[src/logic/card_if_regs.vh]
// Constants for the smart card interface control block
`ifndef CARD_IF_REGS_VH
`define CARD_IF_REGS_VH
`define CLK_FREQ_HZ 40000000
`define DEBOUNCE_MS 8
`define DEBOUNCE_CYCLES ((`CLK_FREQ_HZ / 1000) * `DEBOUNCE_MS)
`define DIV_SEL_BY1 2'h0
`define DIV_SEL_BY2 2'h1
`define DIV_SEL_BY4 2'h2
`define DIV_SEL_BY8 2'h3
`define DEACT_STEP_CYCLES 8'h04
`endif

[src/logic/smart_card_interface_control.v]
// Smart card interface control: clock divider, supply, presence, sequencing, line relay
`timescale 1ns/1ps
`include "card_if_regs.vh"

// Behaviour
// - Divide host clock by 1, 2, 4 or 8 from two select pins.
// - Card clock output carries the divided host clock.
// - Card reset follows host reset request while the card is active.
// - Card supply selects 5 V when select high, 3 V when low.
// - Two presence inputs: one active low, one active high.
// - Card counts present only after input holds asserted about 8 ms.
// - Overload, overheat, removal or supply drop trigger automatic deactivation.
// - Interrupt reports card presence and faults.
// - Serial and two aux lines relayed both ways; host side idles high, card side held low.
// - Activation starts on command falling edge only with card present.
// - Interrupt output driven low when active, idles high.
module smart_card_interface_control #(
    parameter DEBOUNCE_CYCLES = `DEBOUNCE_CYCLES
) (
    // Clock and reset
    input wire sys_clk_in,
    input wire rst_n_in,
    // Host control pins
    input wire host_clock_in,
    input wire divider_select_a_in,
    input wire divider_select_b_in,
    input wire card_supply_select_in,
    input wire host_reset_request_in,
    input wire activation_command_n_in,
    output reg interrupt_n_out,
    // Card presence and fault sensing
    input wire card_presence_low_in,
    input wire card_presence_high_in,
    input wire supply_overload_in,
    input wire over_temperature_in,
    input wire supply_dropout_in,
    // Card power and control
    output reg card_supply_enable_out,
    output reg card_supply_5v_out,
    output reg card_clock_out,
    output reg card_reset_out,
    output wire card_active_out,
    // Host side lines: serial, aux a, aux b
    input wire [2:0] host_line_in,
    output wire [2:0] host_line_out,
    output wire [2:0] host_line_oe_out,
    // Card side lines: serial, aux a, aux b
    input wire [2:0] card_line_in,
    output wire [2:0] card_line_out,
    output wire [2:0] card_line_oe_out
);
    localparam [4:0] ST_IDLE = 5'h01;
    localparam [4:0] ST_ACTIVE = 5'h02;
    localparam [4:0] ST_D_RST = 5'h04;
    localparam [4:0] ST_D_CLK = 5'h08;
    localparam [4:0] ST_D_IO = 5'h10;

    // Two-flop synchronisers for all external levels except faults, supply select and reset
    reg [12:0] sync1_q;
    reg [12:0] sync2_q;
    wire [12:0] raw_in = {host_line_in, card_line_in, host_clock_in, divider_select_a_in,
                          divider_select_b_in, host_reset_request_in, activation_command_n_in,
                          card_presence_low_in, card_presence_high_in};
    always @(posedge sys_clk_in) begin
        if (!rst_n_in) begin
            sync1_q <= 13'h1ffe;
            sync2_q <= 13'h1ffe;
        end else begin
            sync1_q <= raw_in;
            sync2_q <= sync1_q;
        end
    end
    wire [2:0] host_s = sync2_q[12:10];
    wire [2:0] card_s = sync2_q[9:7];
    wire hclk_s = sync2_q[6];
    wire [1:0] div_sel_s = {sync2_q[5], sync2_q[4]};
    wire hrst_s = sync2_q[3];
    wire cmd_n_s = sync2_q[2];
    wire pres_raw = ~sync2_q[1] | sync2_q[0];

    // Fault and supply select inputs, synchronised
    reg [3:0] fault1_q;
    reg [3:0] fault2_q;
    always @(posedge sys_clk_in) begin
        if (!rst_n_in) begin
            fault1_q <= 4'h0;
            fault2_q <= 4'h0;
        end else begin
            fault1_q <= {card_supply_select_in, supply_overload_in, over_temperature_in, supply_dropout_in};
            fault2_q <= fault1_q;
        end
    end
    wire supply_sel_s = fault2_q[3];
    wire overload_s = fault2_q[2];
    wire fault_any = |fault2_q[2:0];

    // Presence debounce
    reg [18:0] deb_cnt_q;
    reg present_q;
    always @(posedge sys_clk_in) begin
        if (!rst_n_in) begin
            deb_cnt_q <= 19'h0_0000;
            present_q <= 1'b0;
        end else if (!pres_raw) begin
            deb_cnt_q <= 19'h0_0000;
            present_q <= 1'b0;
        end else if (!present_q) begin
            if (deb_cnt_q >= DEBOUNCE_CYCLES[18:0] - 19'h0_0001) begin
                present_q <= 1'b1;
            end else begin
                deb_cnt_q <= deb_cnt_q + 19'h0_0001;
            end
        end
    end

    // Host clock divider: counts synchronised host clock rising edges
    reg hclk_d1_q;
    reg [2:0] div_cnt_q;
    wire hclk_rise = hclk_s & ~hclk_d1_q;
    reg divided_clk;
    always @* begin
        case (div_sel_s)
            `DIV_SEL_BY1: divided_clk = hclk_s;
            `DIV_SEL_BY2: divided_clk = div_cnt_q[0];
            `DIV_SEL_BY4: divided_clk = div_cnt_q[1];
            `DIV_SEL_BY8: divided_clk = div_cnt_q[2];
            default: divided_clk = hclk_s;
        endcase
    end
    always @(posedge sys_clk_in) begin
        if (!rst_n_in) begin
            hclk_d1_q <= 1'b1;
            div_cnt_q <= 3'h0;
        end else begin
            hclk_d1_q <= hclk_s;
            if (hclk_rise) begin
                div_cnt_q <= div_cnt_q + 3'h1;
            end
        end
    end

    // Activation and deactivation sequencer
    reg [4:0] state_q;
    reg [7:0] step_q;
    reg cmd_n_d1_q;
    wire cmd_fall = cmd_n_d1_q & ~cmd_n_s;
    wire deact_req = fault_any | ~present_q | cmd_n_s;
    wire step_done = (step_q == `DEACT_STEP_CYCLES);
    always @(posedge sys_clk_in) begin
        if (!rst_n_in) begin
            state_q <= ST_IDLE;
            step_q <= 8'h00;
            cmd_n_d1_q <= 1'b1;
        end else begin
            cmd_n_d1_q <= cmd_n_s;
            step_q <= (state_q == ST_IDLE || state_q == ST_ACTIVE || step_done) ? 8'h00 : step_q + 8'h01;
            case (state_q)
                ST_IDLE: begin
                    if (cmd_fall && present_q && !fault_any) begin
                        state_q <= ST_ACTIVE;
                    end
                end
                ST_ACTIVE: begin
                    if (deact_req) begin
                        state_q <= ST_D_RST;
                    end
                end
                ST_D_RST: if (step_done) state_q <= ST_D_CLK;
                ST_D_CLK: if (step_done) state_q <= ST_D_IO;
                ST_D_IO: if (step_done) state_q <= ST_IDLE;
                default: state_q <= ST_IDLE;
            endcase
        end
    end
    assign card_active_out = (state_q == ST_ACTIVE);
    wire clk_run = (state_q == ST_ACTIVE) | (state_q == ST_D_RST);
    wire lines_on = clk_run | (state_q == ST_D_CLK);

    // Card outputs
    always @(posedge sys_clk_in) begin
        if (!rst_n_in) begin
            card_supply_enable_out <= 1'b0;
            card_supply_5v_out <= 1'b0;
            card_clock_out <= 1'b0;
            card_reset_out <= 1'b0;
            interrupt_n_out <= 1'b1;
        end else begin
            card_supply_enable_out <= (state_q != ST_IDLE);
            card_supply_5v_out <= supply_sel_s;
            card_clock_out <= clk_run ? divided_clk : 1'b0;
            card_reset_out <= card_active_out ? hrst_s : 1'b0;
            interrupt_n_out <= ~(present_q | fault_any | overload_s);
        end
    end

    // Bidirectional relay, open-drain low drive only
    reg [2:0] host_drv_q;
    reg [2:0] card_drv_q;
    // Drive history, masks the synchroniser echo after a release
    reg [2:0] host_d1_q;
    reg [2:0] host_d2_q;
    reg [2:0] card_d1_q;
    reg [2:0] card_d2_q;
    genvar i;
    generate
        for (i = 0; i < 3; i = i + 1) begin : g_line
            always @(posedge sys_clk_in) begin
                if (!rst_n_in || !lines_on) begin
                    host_drv_q[i] <= 1'b0;
                    card_drv_q[i] <= 1'b0;
                    host_d1_q[i] <= 1'b0;
                    host_d2_q[i] <= 1'b0;
                    card_d1_q[i] <= 1'b0;
                    card_d2_q[i] <= 1'b0;
                end else begin
                    host_d1_q[i] <= host_drv_q[i];
                    host_d2_q[i] <= host_d1_q[i];
                    card_d1_q[i] <= card_drv_q[i];
                    card_d2_q[i] <= card_d1_q[i];
                    // Owner of a low keeps it; the echo on the far side is ignored
                    host_drv_q[i] <= !card_s[i] && (host_drv_q[i] ||
                        !(card_drv_q[i] || card_d1_q[i] || card_d2_q[i]));
                    card_drv_q[i] <= !host_s[i] && (card_drv_q[i] ||
                        !(host_drv_q[i] || host_d1_q[i] || host_d2_q[i]));
                end
            end
        end
    endgenerate
    assign host_line_out = 3'h0;
    assign card_line_out = 3'h0;
    assign host_line_oe_out = host_drv_q;
    // Card lines held low until supply is up, and from the I/O step on
    assign card_line_oe_out = card_drv_q |
        {3{(state_q == ST_D_IO) | (state_q == ST_IDLE) | !card_supply_enable_out}};
endmodule

[config.mk]
export PLATFORM = sky130hd
export DESIGN_NAME = smart_card_interface_control
export DESIGN_NICKNAME = d
export VERILOG_FILES = /design/src/logic/smart_card_interface_control.v
export VERILOG_INCLUDE_DIRS = /design/src /design/src/logic
export SDC_FILE = /design/constraint.sdc
export NUM_CORES = 1
export LEC_CHECK = 0
export BUFFER_PORTS_ARGS = -buffer_cell sky130_fd_sc_hd__buf_2
export CAP_MARGIN = 20
export CORE_UTILIZATION = 55
export CTS_BUF_LIST = sky130_fd_sc_hd__clkbuf_4 sky130_fd_sc_hd__clkbuf_8
export DETAILED_ROUTE_END_ITERATION = 10
export PLACE_DENSITY = 0.75
export SYNTH_ARGS = -nofsm -noshare
export SYNTH_HDL_FRONTEND = slang
export SYNTH_SLANG_ARGS = --single-unit
[constraint.sdc]
create_clock -name sys_clk_in -period 2.3 [get_ports sys_clk_in]
set_input_delay 0.23 -clock sys_clk_in [delete_from_list [all_inputs] [get_ports sys_clk_in]]
set_output_delay 0.23 -clock sys_clk_in [all_outputs]
set_load 0.005 [all_outputs]
==> impl_metrics.tcl, run 1 <==
set metrics [dict create \
    numClockSinks 95 \
    synth_warnings 0 \
    avgSynthCellArea_um2 9.76 \
    worstReg2RegStart "deb_cnt_q[9]$_SDFFE_PN0P_" \
    ys.flop_type "dfxtp_1" \
    grtUsageTotal 0.191 \
    cp-startpoint "deb_cnt_q[9]$_SDFFE_PN0P_" \
    antenna_found_initial 0 \
    cts_tree "done" \
    cts_buffers 9 \
    synth_cells 392 \
    fill_cells 578 \
    die_w_um 85.4 \
    synth-xor-area-share 0.0252 \
    netlist_area_mm2 0.00382 \
    clk_latency_ns 0.35 \
    min_period_over_period 0.902 \
    critical_path_arrival_ns 2.36 \
    cts_hold_buf 0 \
    dr.pass1.iters 6 \
    vias_per_cell 5.42 \
    cp.required_ns 2.59 \
    rows 30 \
    worstSetupStartpointType "register" \
    fp.dieArea_mm2 0.00729 \
    core_mm2 0.00676 \
    pwr_density_cell_mw_per_mm2 690 \
    yosysTopAreaCell "dfxtp_1" \
    whs_path_depth 2 \
    synth_cell_types 55 \
    grt_start_max_net_pins 36 \
    dp_hpwl_mm 4.45 \
    routed_wl_mm 6.48 \
    rr_worst_depth 4 \
    synthTopCellsByCount "dfxtp_1, nand2b_1, and2_1" \
    outcome "completed" \
    synth_seq_area_share 0.497 \
    yosysTopAreaCellShare 0.497 \
    finalSetupViolations 0 \
    synthSimpleGateAreaFrac 0.273 \
    synth_top_family_by_area "simple AND/OR/NAND/NOR gates" \
    diodes 0 \
    grt_pass1_wl_mm 11.1 \
    drc 0 \
    maxSlewHeadroom 0.457 \
    drv_cap 0 \
    finClkSkew_ns 0.00778 \
    synthTopCellsByArea "dfxtp_1, nand2b_1, and2_1, mux2i_1, nor2_1" \
    ant_nets 0 \
    timing.fmax_ghz 0.482 \
    min_period_ns 2.08 \
    drv_slew 0 \
    hold_viol_final 0 \
    nNetsFinal 440 \
    synth_compound_area_frac 0.102 \
    post_drt_wl_per_cell_um 12.9 \
    cts_root_buf "clkbuf_8" \
    area_delta_synth_final_pct 10.0 \
    final.setup.tns_ns 0 \
    ys_ff_latch 95 \
    p_leak_nw 1.58 \
    synth_edf_count 0 \
    drt_iter0_drc 134 \
    worstSetupPathType "register to register" \
    worstMarginPinSlew_ns 0.809 \
    grt-ovfl-total 0 \
    routabilityCongestion 0.812 \
    postCtsSetupBuffers 0 \
    place.port_buffers 30 \
    grt_pass1_vias 2589 \
    vdd_ir_drop_max_uv 453 \
    synthAdderAreaFrac 0.0131 \
    drive_gt1_frac 0.164 \
    endpoint_kind "register" \
    htree_levels 3 \
    async_flop_share 0 \
    routed-via-count 2719 \
    worstHoldStart "host_line_in[0]" \
    synth_mux_area_frac 0.0455 \
    synth_most_common_cell "dfxtp_1" \
    min_path_type "input port to register" \
    start_util 0.566 \
    whs_ns 0.0471 \
    cts_resized 0 \
    boundaryPins 37 \
    clkTransAtPathRegs_ns 0.09 \
    rsz0062_at_grt "no" \
    crit_fanout 10 \
    die_h_um 85.4 \
    clockBufferDepth 2 \
]
-- power breakdown --
part           total [W]  switching (W)  internal, W  leakage, nW
Combinational  0.0000759      0.0000375    0.0000384        0.698
Sequential       0.00169     0.00000982      0.00168        0.774
Clock            0.00114       0.000593     0.000550        0.105
-- layout by cell type, fill, tap and decap left out, types with 4 or more instances in the layout --
cell type  netlist  final
nor2_1          24     24
ha_1             4      4
dfxtp_1         95     95
nand2_1         23     23
a21oi_1         11     11
inv_1           10     10
mux2i_1         14     14
xnor2_1          5      5
nand4_1          4      4
clkbuf_8         0     10
conb_1           1      6
nor3_1          15     15
nand3_1          9      9
a211oi_1         5      5
nand2b_1        35     35
nor4_1           4      4
buf_2            4     30
xor2_1           6      6
or3_1            7      7
o21ai_0          7      7
and2_1          27     27
or2_2            6      6
nor2b_1          4      4
or4_1            5      5
and3_1           4      4
buf_4            6      4
-- metrics by stage --
step                      cells   util  area (um2)  total power, W  worst slack (ns)
final                       502  0.623        4210         0.00290             0.225
after global placement      486  0.591        4000         0.00180             0.309
after detailed placement    486  0.591        4000         0.00180             0.258
after floorplan             397      -        3840         0.00178             0.449
after global routing        502  0.623        4210         0.00301             0.115
after CTS                   502  0.623        4210         0.00293             0.222
-- cell type report --
type / count / area [um2] / area share
repair buffers: 34 / 180 / 0.0428
well taps: 80 / 100 / 0.0238
multi-input cells: 267 / 1780 / 0.422
inverters: 10 / 37.5 / 0.00892
clock buffers: 10 / 138 / 0.0327
clock inverters: 6 / 75.1 / 0.0178
flip-flops and latches: 95 / 1900 / 0.452
-- flip-flops by register name, summed over array words and instances (netlist names), 3 cells and up --
signal	flops
card_d1_q	3
card_drv_q	3
sync2_q	13
host_d1_q	3
deb_cnt_q	19
div_cnt_q	3
fault1_q	4
host_d2_q	3
state_q	5
card_d2_q	3
step_q	8
host_line_oe_out	3
fault2_q	4
sync1_q	13
-- worst max-delay path, cell delays in order (launching register included) --
cell and delay (ns):
dfxtp_1 0.37, or4_4 0.58, a41o_1 0.41, a2111oi_4 0.43
mux2i_1 0.21
-- logic make-up (layout without fill, tap and decap cells) --
| family | after synthesis | in the layout |
|---|---|---|
| AND/OR/NAND/NOR | 182 | 182 |
| buffers and inverters | 35 | 60 |
| AO/OA/AOI/OAI | 48 | 48 |
| flip-flops | 95 | 95 |
| adder cells (fa/ha/maj) | 4 | 4 |
| multiplexers | 16 | 16 |
| other | 1 | 6 |
| XOR/XNOR | 11 | 11 |
-- metal layers --
layer / vias to the layer above / track usage / routed length [um]
met5: - / 0 / 0
met1: 1266 / 0.224 / 2990
met3: 8 / 0.0486 / 219
met4: 0 / 0.0682 / 97
li1: 1395 / - / -
met2: 50 / 0.339 / 3170
-- path summary, 6_finish.rpt --
| path | endpoint | slack (ns) |
|---|---|---|
| setup / recovery | deb_cnt_q[6]$_SDFFE_PN0P_ | 0.22 |
| hold / removal | sync1_q[10]$_SDFF_PN1_ | 0.05 |
| setup reg to reg | deb_cnt_q[6]$_SDFFE_PN0P_ | 0.22 |
| hold reg to reg | host_line_oe_out[0]$_SDFF_PP0_ | 0.40 |
Power figures use the tool's default switching activity.
==> inputs of run 2 (changes only) <==
--- a/config.mk
+++ b/config.mk
@@ -6,7 +6,7 @@
 export SDC_FILE = /design/constraint.sdc
 export NUM_CORES = 1
 export LEC_CHECK = 0
-export BUFFER_PORTS_ARGS = -buffer_cell sky130_fd_sc_hd__buf_2
+export BUFFER_PORTS_ARGS = -buffer_cell sky130_fd_sc_hd__buf_4
 export CAP_MARGIN = 20
 export CORE_UTILIZATION = 55
 export CTS_BUF_LIST = sky130_fd_sc_hd__clkbuf_4 sky130_fd_sc_hd__clkbuf_8
==> run 2 against run 1 <==
Against the previous run: core utilization is 0.70 points higher; clock skew is 0.0028 ns higher; sequential power hardly changed; non-clock buffer count is 1 lower; via count is 0.11% lower; combinational power is 9.5% higher; routed wire length is 1.4% lower; worst hold slack hardly changed; die area stayed put; global-route usage is 0.21 points lower; register-to-register slack hardly changed.
==> impl_metrics.tcl, run 2 (synthesized netlist as in run 1, its figures left out) <==
set metrics [dict create \
    cts_tree "done" \
    die_h_um 85.4 \
    min_period_ns 2.07 \
    p_leak_nw 1.57 \
    cts_buffers 9 \
    die_w_um 85.4 \
    finish.utilization 0.630 \
    drt_iter0_drc 79 \
    endpoint_kind "register" \
    largest_register_ffs 19 \
    dp_cells 485 \
    routabilityCongestion 0.856 \
    cts_hold_buf 0 \
    postCtsSetupBuffers 0 \
    outcome "completed" \
    grtUsageTotal 0.189 \
    core_mm2 0.00676 \
    reg_top3 "deb_cnt_q (19), sync1_q (13), sync2_q (13)" \
    worstSetupPathType "register to register" \
    drv_cap 0 \
    regArea_mm2 0.00190 \
    htree_levels 3 \
    cts_root_buf "clkbuf_8" \
    final_common_cell "dfxtp_1" \
    drv_slew 0 \
    dp_hpwl_mm 4.49 \
    post_drt_wl_per_cell_um 12.7 \
    routed-via-count 2716 \
    rows 30 \
    pwr_density_cell_mw_per_mm2 656 \
    grt_pass1_wl_mm 10.9 \
    vias_per_cell 5.42 \
    mostFrequentLayoutCells "dfxtp_1, nand2b_1, buf_4" \
    layout.cells.non_filler 501 \
    worstMarginPinSlew_ns 0.788 \
    hold_viol_final 0 \
    clockBufferDepth 2 \
    cts_resized 0 \
    clk_latency_ns 0.36 \
    worstSetupStartpointType "register" \
    finClkSkew_ns 0.0106 \
    fp.dieArea_mm2 0.00729 \
    grt_pass1_vias 2569 \
    fill_cells 560 \
    drc 0 \
    routed_wl_mm 6.39 \
    power_w 0.00279 \
    crit_fanout 10 \
    maxSlewHeadroom 0.471 \
    rsz0062_at_grt "no" \
    top_register "deb_cnt_q" \
    numClockSinks 95 \
    drive_gt1_frac 0.162 \
    min_path_type "input port to register" \
    grt-ovfl-total 0 \
    grt_start_max_net_pins 32 \
    timing.fmax_ghz 0.483 \
    vdd_ir_drop_max_uv 466 \
    clkTransAtPathRegs_ns 0.09 \
    place.port_buffers 30 \
    nNetsFinal 439 \
    area_delta_synth_final_pct 11.3 \
    ant_nets 0 \
    final.setup.tns_ns 0 \
    antenna_found_initial 0 \
    min_period_over_period 0.900 \
    dr.pass1.iters 4 \
    boundaryPins 37 \
    critical_path_arrival_ns 2.36 \
    multi_input_area_mm2 0.00178 \
    finalSetupViolations 0 \
    diodes 0 \
    cp.required_ns 2.59 \
    whs_ns 0.0474 \
    start_util 0.566 \
]
run 2: changes by cell type in the layout (fill, tap and decap cells not counted):
cell        previous run  this run
inv_8                  1         0
clkinv_8               0         1
buf_2                 30         0
buf_4                  4        33
clkinv_4               1         0
bufinv_16              1         0
clkinvlp_4             1         4
inv_6                  2         1
run 2: worst paths after layout:
kind | from | endpoint | slack [ns] | cells past startpoint
worst min-delay path | host_clock_in | sync1_q[6]$_SDFF_PN1_ | 0.05 | 2
worst max register to register | deb_cnt_q[9]$_SDFFE_PN0P_ | deb_cnt_q[8]$_SDFFE_PN0P_ | 0.23 | 4
worst min register to register | sync2_q[9]$_SDFF_PN1_ | host_line_oe_out[2]$_SDFF_PP0_ | 0.40 | 1
worst max-delay path | deb_cnt_q[9]$_SDFFE_PN0P_ | deb_cnt_q[8]$_SDFFE_PN0P_ | 0.23 | 4
run 2: layout make-up:
class	count	area share
clock buffers	10	0.0323
multi-input cells	267	0.417
flip-flops and latches	95	0.447
well taps	80	0.0235
inverters	10	0.00882
repair buffers	33	0.0582
clock inverters	6	0.0129
run 2: report_power, final:
| group | switching, W | leakage, nW | total [W] | internal [W] |
|---|---|---|---|---|
| combinational | 0.0000366 | 0.715 | 0.0000831 | 0.0000465 |
| clock | 0.000587 | 0.0839 | 0.00102 | 0.000434 |
| sequential | 0.0000101 | 0.774 | 0.00169 | 0.00168 |
run 2: stage by stage:
step	instance area, um2	setup WS, ns
after floorplan	3840	0.449
after global placement	4060	0.313
after detailed placement	4060	0.236
after CTS	4260	0.207
after global routing	4260	0.127
final	4260	0.229
run 2: layer usage:
layer	part of all wire	vias up	GRT usage
li1	-	1390	-
met3	0.037	9	0.0486
met1	0.46	1265	0.217
met2	0.49	52	0.331
met5	0	-	0
met4	0.016	0	0.0864
run 2: critical path, stage by stage, from the launching register on:
cell and delay, ns:
dfxtp_1 0.36, or4_4 0.58, a41o_1 0.41, a2111oi_4 0.44, mux2i_1 0.21
